## src/mwts_pkg.sv

```systemverilog
package mwts_pkg;
	// Bus geometry
	localparam int DATA_W = 32;
	localparam int ADDR_W = 12;
	localparam int STRB_W = DATA_W / 8;
	// Register indices; byte address is four times the index
	localparam logic [6:0] IDX_DELTA_FIRST = 7'h70;
	localparam logic [6:0] IDX_DELTA_LAST = 7'h77;
	localparam logic [6:0] IDX_SEG_SEL = 7'h78;
	localparam logic [6:0] IDX_COIL_VAL = 7'h7A;
	localparam logic [6:0] IDX_START = 7'h7E;
	// Reset values
	localparam logic [31:0] SEG_SEL_RESET = 32'hFFFF_8056;
	localparam logic [7:0] SINE_START_RESET = 8'h00;
	localparam logic [7:0] COSINE_START_RESET = 8'hF7;
	// Field positions
	localparam int SINE_LSB = 0;
	localparam int COSINE_LSB = 16;
	localparam int BORDER1_LSB = 8;
	localparam int BORDER2_LSB = 16;
	localparam int BORDER3_LSB = 24;
	localparam int INCLINE_W = 2;
	localparam int COIL_A_LSB = 0;
	localparam int COIL_B_LSB = 16;
	// Wave geometry
	localparam int POS_W = 10;
	localparam int IDX_W = 8;
	localparam int WAVE_W = 9;
	localparam int INC_W = 3;
	localparam int TABLE_WORDS = 8;
	localparam logic [9:0] PHASE_SHIFT = 10'h100;
	typedef enum logic [1:0] {
		MWTS_IDLE,
		MWTS_FETCH,
		MWTS_APPLY
	} mwts_state_t;
endpackage

```

## src/mwts_delta_mem.sv

```systemverilog
`timescale 1ns/1ps
`default_nettype none
module mwts_delta_mem #(
	parameter int WORDS = 8
) (
	input wire logic mclk,
	input wire logic srst,
	input wire logic wr_en,
	input wire logic [$clog2(WORDS)-1:0] wr_word,
	input wire logic [mwts_pkg::STRB_W-1:0] wr_strb,
	input wire logic [mwts_pkg::DATA_W-1:0] wr_data,
	input wire logic [$clog2(WORDS)-1:0] rd_word,
	output logic [mwts_pkg::DATA_W-1:0] rd_data,
	input wire logic [$clog2(WORDS*32)-1:0] bit_idx_a,
	output logic bit_a,
	input wire logic [$clog2(WORDS*32)-1:0] bit_idx_b,
	output logic bit_b
);
	import mwts_pkg::*;
	logic [WORDS*DATA_W-1:0] cells;
	logic [WORDS*DATA_W-1:0] next_cells;

	// Only power-of-two word counts map onto the bit index cleanly
	if (WORDS < 1 || (WORDS & (WORDS - 1)) != 0)
		$error("mwts_delta_mem: WORDS must be a power of two");

	// Byte-lane merge of one word
	always_comb begin
		next_cells = cells;
		for (int b = 0; b < STRB_W; b++) begin
			if (wr_en && wr_strb[b])
				next_cells[int'(wr_word)*DATA_W+b*8 +: 8] = wr_data[b*8 +: 8];
		end
	end

	// Cleared table after reset; reads come out registered
	always_ff @(posedge mclk) begin
		if (srst) begin
			cells <= '0;
			rd_data <= '0;
			bit_a <= 1'b0;
			bit_b <= 1'b0;
		end else begin
			cells <= next_cells;
			rd_data <= cells[int'(rd_word)*DATA_W +: DATA_W];
			bit_a <= cells[bit_idx_a];
			bit_b <= cells[bit_idx_b];
		end
	end
endmodule
`default_nettype wire

```

## src/mwts_incline.sv

```systemverilog
`timescale 1ns/1ps
`default_nettype none
module mwts_incline (
	input wire logic [mwts_pkg::IDX_W-1:0] idx,
	input wire logic ofs,
	input wire logic [mwts_pkg::DATA_W-1:0] seg_sel,
	output logic signed [mwts_pkg::INC_W-1:0] inc
);
	import mwts_pkg::*;
	logic [INCLINE_W-1:0] w;
	logic [IDX_W-1:0] b1;
	logic [IDX_W-1:0] b2;
	logic [IDX_W-1:0] b3;

	assign b1 = seg_sel[BORDER1_LSB +: IDX_W];
	assign b2 = seg_sel[BORDER2_LSB +: IDX_W];
	assign b3 = seg_sel[BORDER3_LSB +: IDX_W];

	// Segment pick: a border entry already belongs to the upper segment
	always_comb begin
		if (idx < b1)
			w = seg_sel[0 +: INCLINE_W];
		else if (idx < b2)
			w = seg_sel[2 +: INCLINE_W];
		else if (idx < b3)
			w = seg_sel[4 +: INCLINE_W];
		else
			w = seg_sel[6 +: INCLINE_W];
	end

	// Lower or upper of two adjacent steps; base 0 wraps to -1
	assign inc = INC_W'({1'b0, w} + {2'b00, ofs} - 3'd1);
endmodule
`default_nettype wire

```

## src/mwts_sequencer.sv

```systemverilog
// Overview of operation
// - Start value of first wave sits in bits 7:0 at index 0x7E.
// - Start value of shifted second wave sits in bits 23:16 at 0x7E.
// - Segment select at index 0x78 resets to 0xFFFF8056.
// - Default: border one at 128, inclination 2 then 1.
// - Default table adds 1 or 2 below 128, 0 or 1 above.
// - Inclination 3 steps by +2 or +3.
// - Inclination 0 steps by -1 or 0.
// - Delta bit 0 picks lower increment, 1 picks higher.
// - Standard table: first wave starts at 0, second at 247.
// - Next entry equals previous plus inclination, minus one if bit clear.
// - Both coil values reload from start values when the walk position reaches zero.
// - Segment select holds four inclinations and three 8-bit borders.
// - 256 delta bits live in eight words at 0x70 to 0x77.
`timescale 1ns/1ps
`default_nettype none
module mwts_sequencer (
	input wire logic mclk,
	input wire logic srst,
	input wire logic [mwts_pkg::ADDR_W-1:0] paddr,
	input wire logic psel,
	input wire logic penable,
	input wire logic pwrite,
	input wire logic [mwts_pkg::DATA_W-1:0] pwdata,
	input wire logic [mwts_pkg::STRB_W-1:0] pstrb,
	output logic [mwts_pkg::DATA_W-1:0] prdata,
	output logic pready,
	output logic pslverr,
	input wire logic [mwts_pkg::POS_W-1:0] microstep_position,
	output logic signed [mwts_pkg::WAVE_W-1:0] coil_a_value,
	output logic signed [mwts_pkg::WAVE_W-1:0] coil_b_value
);
	import mwts_pkg::*;

	localparam int WORD_W = $clog2(TABLE_WORDS);

	// Bus side state
	logic [DATA_W-1:0] next_prdata;
	logic next_pready;
	logic next_pslverr;

	// Software registers
	logic [DATA_W-1:0] segment_select;
	logic [DATA_W-1:0] next_segment_select;
	logic [7:0] sine_start_value;
	logic [7:0] next_sine_start_value;
	logic [7:0] cosine_start_value;
	logic [7:0] next_cosine_start_value;

	// Sequencer state
	mwts_state_t state;
	mwts_state_t next_state;
	logic [POS_W-1:0] walk_pos;
	logic [POS_W-1:0] next_walk_pos;
	logic [POS_W-1:0] look_pos;
	logic [POS_W-1:0] next_look_pos;
	logic dir_up;
	logic next_dir_up;
	logic signed [WAVE_W-1:0] next_coil_a_value;
	logic signed [WAVE_W-1:0] next_coil_b_value;

	// Decode and table wiring
	logic [6:0] reg_idx;
	logic addr_ok;
	logic hit_delta;
	logic hit_seg;
	logic hit_coil;
	logic hit_start;
	logic acc_done;
	logic wr_acc;
	logic [DATA_W-1:0] table_word;
	logic [DATA_W-1:0] start_word;
	logic [DATA_W-1:0] coil_word;
	logic [POS_W-1:0] look_b;
	logic [IDX_W-1:0] idx_a;
	logic [IDX_W-1:0] idx_b;
	logic neg_a;
	logic neg_b;
	logic ofs_a;
	logic ofs_b;
	logic signed [INC_W-1:0] inc_a;
	logic signed [INC_W-1:0] inc_b;
	logic signed [WAVE_W-1:0] step_a;
	logic signed [WAVE_W-1:0] step_b;
	logic [POS_W-1:0] pos_diff;

	// Byte-lane merge for register writes
	function automatic logic [DATA_W-1:0] merge(
		input logic [DATA_W-1:0] old,
		input logic [DATA_W-1:0] wd,
		input logic [STRB_W-1:0] st
	);
		logic [DATA_W-1:0] res;
		res = old;
		for (int b = 0; b < STRB_W; b++) begin
			if (st[b])
				res[b*8 +: 8] = wd[b*8 +: 8];
		end
		return res;
	endfunction

	// Address decode; misaligned or high addresses are unmapped
	assign reg_idx = paddr[8:2];
	assign addr_ok = (paddr[ADDR_W-1:9] == '0) && (paddr[1:0] == 2'b00);
	assign hit_delta = addr_ok && reg_idx >= IDX_DELTA_FIRST &&
		reg_idx <= IDX_DELTA_LAST;
	assign hit_seg = addr_ok && reg_idx == IDX_SEG_SEL;
	assign hit_coil = addr_ok && reg_idx == IDX_COIL_VAL;
	assign hit_start = addr_ok && reg_idx == IDX_START;
	assign acc_done = psel && penable && pready;
	assign wr_acc = acc_done && pwrite;

	// Read views; unused start bits read zero, coil fields are sign-extended to 16 bits
	always_comb begin
		start_word = '0;
		start_word[SINE_LSB +: 8] = sine_start_value;
		start_word[COSINE_LSB +: 8] = cosine_start_value;
		coil_word = '0;
		coil_word[COIL_A_LSB +: 16] = 16'(coil_a_value);
		coil_word[COIL_B_LSB +: 16] = 16'(coil_b_value);
	end

	// Delta table; registered read gives one wait state on every access
	mwts_delta_mem #(
		.WORDS(TABLE_WORDS)
	) u_delta_mem (
		.mclk(mclk),
		.srst(srst),
		.wr_en(wr_acc && hit_delta),
		.wr_word(reg_idx[WORD_W-1:0]),
		.wr_strb(pstrb),
		.wr_data(pwdata),
		.rd_word(reg_idx[WORD_W-1:0]),
		.rd_data(table_word),
		.bit_idx_a(idx_a),
		.bit_a(ofs_a),
		.bit_idx_b(idx_b),
		.bit_b(ofs_b)
	);

	// APB answer: pready rises in the second access cycle
	always_comb begin
		next_pready = 1'b0;
		next_pslverr = 1'b0;
		next_prdata = '0;
		if (psel && penable && !pready) begin
			next_pready = 1'b1;
			next_pslverr = !(hit_delta || hit_seg || hit_coil || hit_start);
			if (!pwrite) begin
				if (hit_delta)
					next_prdata = table_word;
				else if (hit_seg)
					next_prdata = segment_select;
				else if (hit_coil)
					next_prdata = coil_word;
				else if (hit_start)
					next_prdata = start_word;
			end
		end
	end

	always_ff @(posedge mclk) begin
		if (srst) begin
			pready <= 1'b0;
			pslverr <= 1'b0;
			prdata <= '0;
		end else begin
			pready <= next_pready;
			pslverr <= next_pslverr;
			prdata <= next_prdata;
		end
	end

	// Writes land only on the completing edge; coil values are read-only
	always_comb begin
		next_segment_select = segment_select;
		next_sine_start_value = sine_start_value;
		next_cosine_start_value = cosine_start_value;
		if (wr_acc && hit_seg)
			next_segment_select = merge(segment_select, pwdata, pstrb);
		if (wr_acc && hit_start && pstrb[SINE_LSB/8])
			next_sine_start_value = pwdata[SINE_LSB +: 8];
		if (wr_acc && hit_start && pstrb[COSINE_LSB/8])
			next_cosine_start_value = pwdata[COSINE_LSB +: 8];
	end

	// Defaults give the standard two-segment sine table
	always_ff @(posedge mclk) begin
		if (srst) begin
			segment_select <= SEG_SEL_RESET;
			sine_start_value <= SINE_START_RESET;
			cosine_start_value <= COSINE_START_RESET;
		end else begin
			segment_select <= next_segment_select;
			sine_start_value <= next_sine_start_value;
			cosine_start_value <= next_cosine_start_value;
		end
	end

	// Quadrant mapping: odd quadrants mirror, quadrants 1 and 2 negate
	assign look_b = look_pos + PHASE_SHIFT;
	assign idx_a = look_pos[8] ? ~look_pos[7:0] : look_pos[7:0];
	assign idx_b = look_b[8] ? ~look_b[7:0] : look_b[7:0];
	assign neg_a = look_pos[9] ^ look_pos[8];
	assign neg_b = look_b[9] ^ look_b[8];

	mwts_incline u_incline_a (
		.idx(idx_a),
		.ofs(ofs_a),
		.seg_sel(segment_select),
		.inc(inc_a)
	);

	mwts_incline u_incline_b (
		.idx(idx_b),
		.ofs(ofs_b),
		.seg_sel(segment_select),
		.inc(inc_b)
	);

	// Signed step toward the next higher position
	assign step_a = neg_a ? -WAVE_W'(inc_a) : WAVE_W'(inc_a);
	assign step_b = neg_b ? -WAVE_W'(inc_b) : WAVE_W'(inc_b);
	assign pos_diff = microstep_position - walk_pos;

	// One position per three cycles, shortest way round the circle
	always_comb begin
		next_state = state;
		next_walk_pos = walk_pos;
		next_look_pos = look_pos;
		next_dir_up = dir_up;
		next_coil_a_value = coil_a_value;
		next_coil_b_value = coil_b_value;
		unique case (state)
			MWTS_IDLE: begin
				if (pos_diff != '0) begin
					next_dir_up = !pos_diff[POS_W-1];
					next_look_pos = pos_diff[POS_W-1] ? walk_pos - 1'b1 : walk_pos;
					next_state = MWTS_FETCH;
				end
			end
			MWTS_FETCH: begin
				// Table bits for look_pos are sampled this cycle
				next_state = MWTS_APPLY;
			end
			MWTS_APPLY: begin
				next_state = MWTS_IDLE;
				if (dir_up) begin
					next_walk_pos = walk_pos + 1'b1;
					next_coil_a_value = coil_a_value + step_a;
					next_coil_b_value = coil_b_value + step_b;
				end else begin
					next_walk_pos = walk_pos - 1'b1;
					next_coil_a_value = coil_a_value - step_a;
					next_coil_b_value = coil_b_value - step_b;
				end
				// Absolute reload cures drift after table edits
				if (next_walk_pos == '0) begin
					next_coil_a_value = WAVE_W'(sine_start_value);
					next_coil_b_value = WAVE_W'(cosine_start_value);
				end
			end
		endcase
	end

	// Reset starts at position zero with the start values loaded
	always_ff @(posedge mclk) begin
		if (srst) begin
			state <= MWTS_IDLE;
			walk_pos <= '0;
			look_pos <= '0;
			dir_up <= 1'b1;
			coil_a_value <= WAVE_W'(SINE_START_RESET);
			coil_b_value <= WAVE_W'(COSINE_START_RESET);
		end else begin
			state <= next_state;
			walk_pos <= next_walk_pos;
			look_pos <= next_look_pos;
			dir_up <= next_dir_up;
			coil_a_value <= next_coil_a_value;
			coil_b_value <= next_coil_b_value;
		end
	end
endmodule
`default_nettype wire

```

## config.mk

```make
export PLATFORM = sky130hd
export DESIGN_NAME = mwts_sequencer
export DESIGN_NICKNAME = d
export VERILOG_FILES = /design/src/mwts_pkg.sv /design/src/mwts_delta_mem.sv /design/src/mwts_incline.sv /design/src/mwts_sequencer.sv
export SDC_FILE = /design/constraint.sdc
export NUM_CORES = 1
export LEC_CHECK = 0
export BUFFER_PORTS_ARGS = -buffer_cell sky130_fd_sc_hd__buf_4
export CORE_UTILIZATION = 55
export DETAILED_ROUTE_END_ITERATION = 6
export PLACE_DENSITY = 0.83
export SETUP_SLACK_MARGIN = 0.5
export SLEW_MARGIN = 20
export SYNTH_ARGS = -nofsm -noshare
export SYNTH_HDL_FRONTEND = slang
export SYNTH_SLANG_ARGS = --single-unit
export TNS_END_PERCENT = 10
```

## constraint.sdc

```tcl
create_clock -name mclk -period 6.85 [get_ports mclk]
set_clock_uncertainty 0.15 [all_clocks]
set_input_delay 1.0275 -clock mclk [delete_from_list [all_inputs] [get_ports mclk]]
set_output_delay 1.0275 -clock mclk [all_outputs]
set_load 0.02 [all_outputs]
```

Word level (Yosys, flattened, before mapping)
Index checks and enable logic that the tools add are counted.

operators by class
  order comparisons = 10
  equality and inequality tests = 6
  muxes and demuxes = 36
  $add $sub $neg = 21
  shift-type cells = 9
  reductions and logical operators = 37
  bitwise logic cells = 5

operators by type and width
  cell                      count
  $bwmux 256                4
  $mux 256                  4
  $shift 8x33->256 const A  4
  $shiftx 8x33->256         4
  $shiftx 256x9->32         1
  $neg 32->33               3
  $mux 32                   3
  $mux 9                    6
  $lt 8x8->1                6
  $neg 8->33                1
  $mux 10                   3
  $mux 24                   1
  $eq 7x7->1 const B        3
  $logic_and 1x1->1         19
  $add 8x5->9 const B       2
  $add 9x9->9               2
  $lt 8x9->1 const B        2
  $neg 3->9                 2
  $sub 9x9->9               2
  $bmux 1 s8                2
  $mux 8                    2
  $not 8->8                 2
  $mux 2                    7
  $add 10x1->10 const B     1
  other kinds (24)          38

word-level totals
  logic and storage cells = 143
  bits of input ports = 63
  output and inout port bits = 52
  flip-flop bits (word level) = 413

Depth between registers and ports, before layout
  word-level depth = 14
  depth in mapped cells = 31
  gate-level depth less buffers = 29

Hierarchy
From an unflattened synthesis, not the netlist that was laid out.

unflattened totals
  cell total of the unflattened synthesis = 2907
  area total of the unflattened synthesis = 25732.2 sq um

by module, submodules not included
  module          area an instance (sq um)  cells an instance  sequential area each (sq um)  times used
  mwts_delta_mem  16946.3                   1787               5805.6                        1
  mwts_sequencer  7427.1                    926                2462.4                        1
  mwts_incline    679.4                     97                 0.0                           2

Least setup slack after synthesis
No wires, ideal clock.

  path kind = register to register
  start = register look_pos[8]
  end = register coil_a_value[8] (netlist bit)
  path buffers = 3
  stages on the path, launching flop included = 31
  setup time = 0.079 ns
  data required time = 6.621 ns
  slack = -0.145 ns
  clock period less this slack = 6.995 ns
  arrival = 6.767 ns
  cells stage by stage = dfxtp_1 > buf_4 > xor2_1 > clkbuf_1 > ha_1 > a21oi_1 > a21oi_1 > or4b_1 > o211a_1 > o31ai_1 > xnor2_1 > clkbuf_1 > nand2_1 > ha_1 > nand2b_1 > o22ai_1 > nand2_1 > xnor2_1 > a221oi_1 > a21oi_1 > ha_1 > a21oi_1 > o21bai_1 > a21oi_1 > o21ai_0 > nor2_1 > o21ai_0 > mux2i_1 > nor4_1 > or4_1 > o211ai_1

between the ends
  longest elaborated chain between the ends = 12
  elaborated cells on any way between the ends = 16
  classes of those cells = add/sub: 5; order compare: 3; mux: 7; bitwise: 1

ends and longest elaborated chain
  item                                        RTL line                                      text
  from (decl)                                 mwts_sequencer.sv:55                          logic [POS_W-1:0] look_pos;
  from (signal assigned)                      mwts_sequencer.sv:278                         look_pos <= next_look_pos;
  $mux 8                                      mwts_sequencer.sv:202                         assign idx_a = look_pos[8] ? ~look_pos[7:0] : look_pos[7:0];
  $lt 8x8->1                                  mwts_incline.sv:25                            else if (idx < b3)
  $mux 2                                      mwts_incline.sv:25
  $mux 2                                      mwts_incline.sv:23                            else if (idx < b2)
  $mux 2                                      mwts_incline.sv:21                            if (idx < b1)
  $add 2x1->3                                 mwts_incline.sv:32                            assign inc = INC_W'({1'b0, w} + {2'b00, ofs} - 3'd1);
  $sub 3x1->3                                 mwts_incline.sv:32
  $neg 3->9                                   mwts_sequencer.sv:222                         assign step_a = neg_a ? -WAVE_W'(inc_a) : WAVE_W'(inc_a);
  $mux 9 (*)                                  mwts_sequencer.sv:222
  $sub 9x9->9 or $add 9x9->9 (tied branches)  mwts_sequencer.sv:254, mwts_sequencer.sv:250
  $mux 9 (*)                                  mwts_sequencer.sv:248                         if (dir_up) begin
  $mux 9 (*)                                  mwts_sequencer.sv:258                         if (next_walk_pos == '0) begin
  to (signal assigned)                        mwts_sequencer.sv:273                         coil_a_value <= WAVE_W'(SINE_START_RESET);
  to (signal assigned)                        mwts_sequencer.sv:280                         coil_a_value <= next_coil_a_value;
  to (decl)                                   mwts_sequencer.sv:30                          output logic signed [mwts_pkg::WAVE_W-1:0] coil_a_value,

Mark *: on every way between the ends. The rest lies on a longest branch, timed or not.
A chain may end at the register's enable or synchronous reset.

Final worst setup path
  start = register look_pos[8]
  end = register coil_b_value[8] (netlist bit)

between the ends
  longest elaborated chain between the ends = 13
  elaborated cells on any way between the ends = 17
  classes of those cells = add/sub: 6; order compare: 3; mux: 7; bitwise: 1

ends and longest elaborated chain
  item                                        RTL line                                      text
  $add 10x9->10 (*)                           mwts_sequencer.sv:201                         assign look_b = look_pos + PHASE_SHIFT;
  $mux 8                                      mwts_sequencer.sv:203                         assign idx_b = look_b[8] ? ~look_b[7:0] : look_b[7:0];
  $lt 8x8->1                                  mwts_incline.sv:25
  $mux 2                                      mwts_incline.sv:25
  $mux 2                                      mwts_incline.sv:23
  $mux 2                                      mwts_incline.sv:21
  $add 2x1->3                                 mwts_incline.sv:32
  $sub 3x1->3                                 mwts_incline.sv:32
  $neg 3->9                                   mwts_sequencer.sv:223                         assign step_b = neg_b ? -WAVE_W'(inc_b) : WAVE_W'(inc_b);
  $mux 9 (*)                                  mwts_sequencer.sv:223
  $sub 9x9->9 or $add 9x9->9 (tied branches)  mwts_sequencer.sv:255, mwts_sequencer.sv:251
  $mux 9 (*)                                  mwts_sequencer.sv:248
  $mux 9 (*)                                  mwts_sequencer.sv:258
  to (signal assigned)                        mwts_sequencer.sv:274                         coil_b_value <= WAVE_W'(COSINE_START_RESET);
  to (signal assigned)                        mwts_sequencer.sv:281                         coil_b_value <= next_coil_b_value;
  to (decl)                                   mwts_sequencer.sv:31                          output logic signed [mwts_pkg::WAVE_W-1:0] coil_b_value

Marks and branches as above.

==> results.txt <==
first-pass GRT wire length - 128000 um
H-tree Lvls - 2
Tcrit/Tclk final - 88.3%
Setup TNS - 0 ps
detailed-route wire length - 85200 um
sequential-to-total area share from yosys stat - 33.5%
DR vias/cell - 6.96
commonest non-fill, non-tap cell in the layout - dfxtp_1
clock latency on the worst-skew pair - 610 ps
all-layer global routing usage - 37.2%
Pre-antenna DRT Iters - 7
dominant synthesized flop cell - dfxtp_1
io pins - 115
RSZ-0062 raised after global routing - false
Worst Path Required - 7240 ps
gr ovfl total - 0
Post-synth EDFFs - 0
most frequent cells in the layout - dfxtp_1, nand2_1, a21oi_1
Die X - 214 um
die area - 45700 sq um
CTS clk-pin slew, worst paths - 70 ps
final hold violation count - 0
CP Max Fanout - 22
Max Transition Viols Final - 0
flops & latches, synth - 413
drt wl/cell - 25.9 um
GP Congestion - 1.04
Final setup violation count - 0
nets@finish - 2810
CTS buffer count - 46
Util after Layout - 62.7%
crit end category - flip-flop
vias - 22.9k
Bufs and invs on worst path - 3
Async SR Flop Fraction - 0%
Worst path max stage delay - 430 ps
slew margin rel. - 22.1%
vias in the first global route - 21.7k
post-synth cell types - 78
Die Y - 214 um
Mapped Cells - 2646
ANT cells - 0
hold-fix buffers at CTS - 0
Post-Syn Nets - 2796
Syn-to-layout area delta - 12.4%
critical path class - reg -> reg
Core Area - 44200 sq um
Starting Density - 55.8%
CP startpoint kind - flip-flop
largest net degree at the start of global routing - 105
DRC violations left - 0
Least-Margin Pin Slew - 1170 ps
delay-heaviest family, CP - compound AO/OA/AOI/OAI gates
Detailed Route Iter0 Violations - 3205
P_leak - 9.57 nW
Slowest cell on crit path - a211o_2
Sink Count - 413
Period minus WS final - 6050 ps
worst hold path type - reg -> reg
post-route ant nets - 0
YS warnings - 0
status - finished clean
Maximum Capacitance Violations - 0
Std-Cell Rows - 77
Syn Area/Cell - 9.32 sq um
TritonCTS clock tree - done
fmax - 0.165 GHz
post-synthesis instance area - 24700 sq um
CTS Buffer Depth - 3
Pwr Density - 292 nW/um^2
root buf cell - clkbuf_16
VDD IR max - 0.303 mV
PortBufs - 114
initial antenna violation count - 3
Post-DP HPWL - 59200 um
Arr. time, crit path - 6430 ps
ratio of cells with drive above 1 in the final layout - 19.6%
-- flip-flops by register name, summed over array words and instances, names as in the netlist --
| name | cells |
|---|---|
| u_delta_mem.bit_b | 1 |
| walk_pos | 10 |
| state | 2 |
| look_pos | 10 |
| segment_select | 32 |
| u_delta_mem.rd_data | 32 |
| coil_a_value | 9 |
| cosine_start_value | 8 |
| pready | 1 |
| dir_up | 1 |
| prdata | 32 |
| sine_start_value | 8 |
| pslverr | 1 |
| coil_b_value | 9 |
| u_delta_mem.cells | 256 |
| u_delta_mem.bit_a | 1 |
-- worst paths after layout --
path	from	endpoint	slack, ps	cells past startpoint
max	look_pos[8]	coil_b_value[8]	800	26
min	u_delta_mem.rd_data[19]	prdata[19]	300	2
max reg2reg	look_pos[8]	coil_b_value[8]	800	26
min reg2reg	u_delta_mem.rd_data[19]	prdata[19]	300	2
-- cell families after synthesis --
group / Yosys count / synth area share [%]
DFF: 413 / 33.5
AOI/OAI and AO/OA: 533 / 13.0
adders and majority gates: 87 / 4.50
and+or+nand+nor: 936 / 16.7
xor gates and xnor gates: 65 / 2.34
muxes: 340 / 25.7
buffers and inverters: 272 / 4.26
-- repair_timing --
item | in CTS | in global routing
resized for setup | 8 | 24
cloned | 0 | 0
pin swaps | 0 | 6
endpoints found under the setup margin | 3 | 3
buffers inserted | 0 | 6
-- worst min-delay path: cells and delay by family (launching register included) --
family	cells	cell delay, ps
compound gates	1	60
flops	1	300
simple gates	1	50
-- cell usage after synthesis (20+ instances only) --
library cell  instances  area (sq um)
dfxtp_1             413          8270
nand2_1             394          1480
a21oi_1             313          1570
mux4_2              234          5270
nand3_1             231          1160
nor2_1              197           739
clkbuf_1            153           574
mux2i_1             103          1030
ha_1                 84          1050
inv_1                71           267
o21ai_0              62           310
xnor2_1              44           385
nor3_1               25           125
o211ai_1             25           188
buf_1                22          82.6
buf_2                20           100
xor2_1               20           175
-- routing by layer --
layer	up-vias	GRT usage (%)	share of wire, %
met3	387	12.0	13
met4	8	21.1	6.5
met1	10900	47.2	36
met5	-	0	0.21
li1	9751	-	-
met2	1763	56.0	44
-- per-stage QoR --
stage	hold slack (ps)	cells	area (sq um)	worst slack [ps]	total power, mW
6_report	297	3284	27700	803	8.09
4_1_cts	299	3278	27600	507	7.96
2_1_floorplan	267	2646	24700	537	4.73
5_1_grt	320	3284	27700	376	8.44
3_5_place_dp	290	3198	26000	151	5.39
3_3_place_gp	292	3197	26000	356	5.30
-- area by class of cell --
cell class	instances	area [sq um]
repair buffers	162	1260
flip-flops and latches	413	8270
well taps	592	741
inverters	76	285
clock inverters	19	215
clock buffers	61	1340
multi-input cells	1961	15600
fillers	3545	16500
-- power by group --
part / switching, mW / internal (mW)
clock: 1.08 / 1.53
sequential: 0.0650 / 2.44
combinational: 1.75 / 1.23
Note: power is estimated with default switching activity, not from simulation.
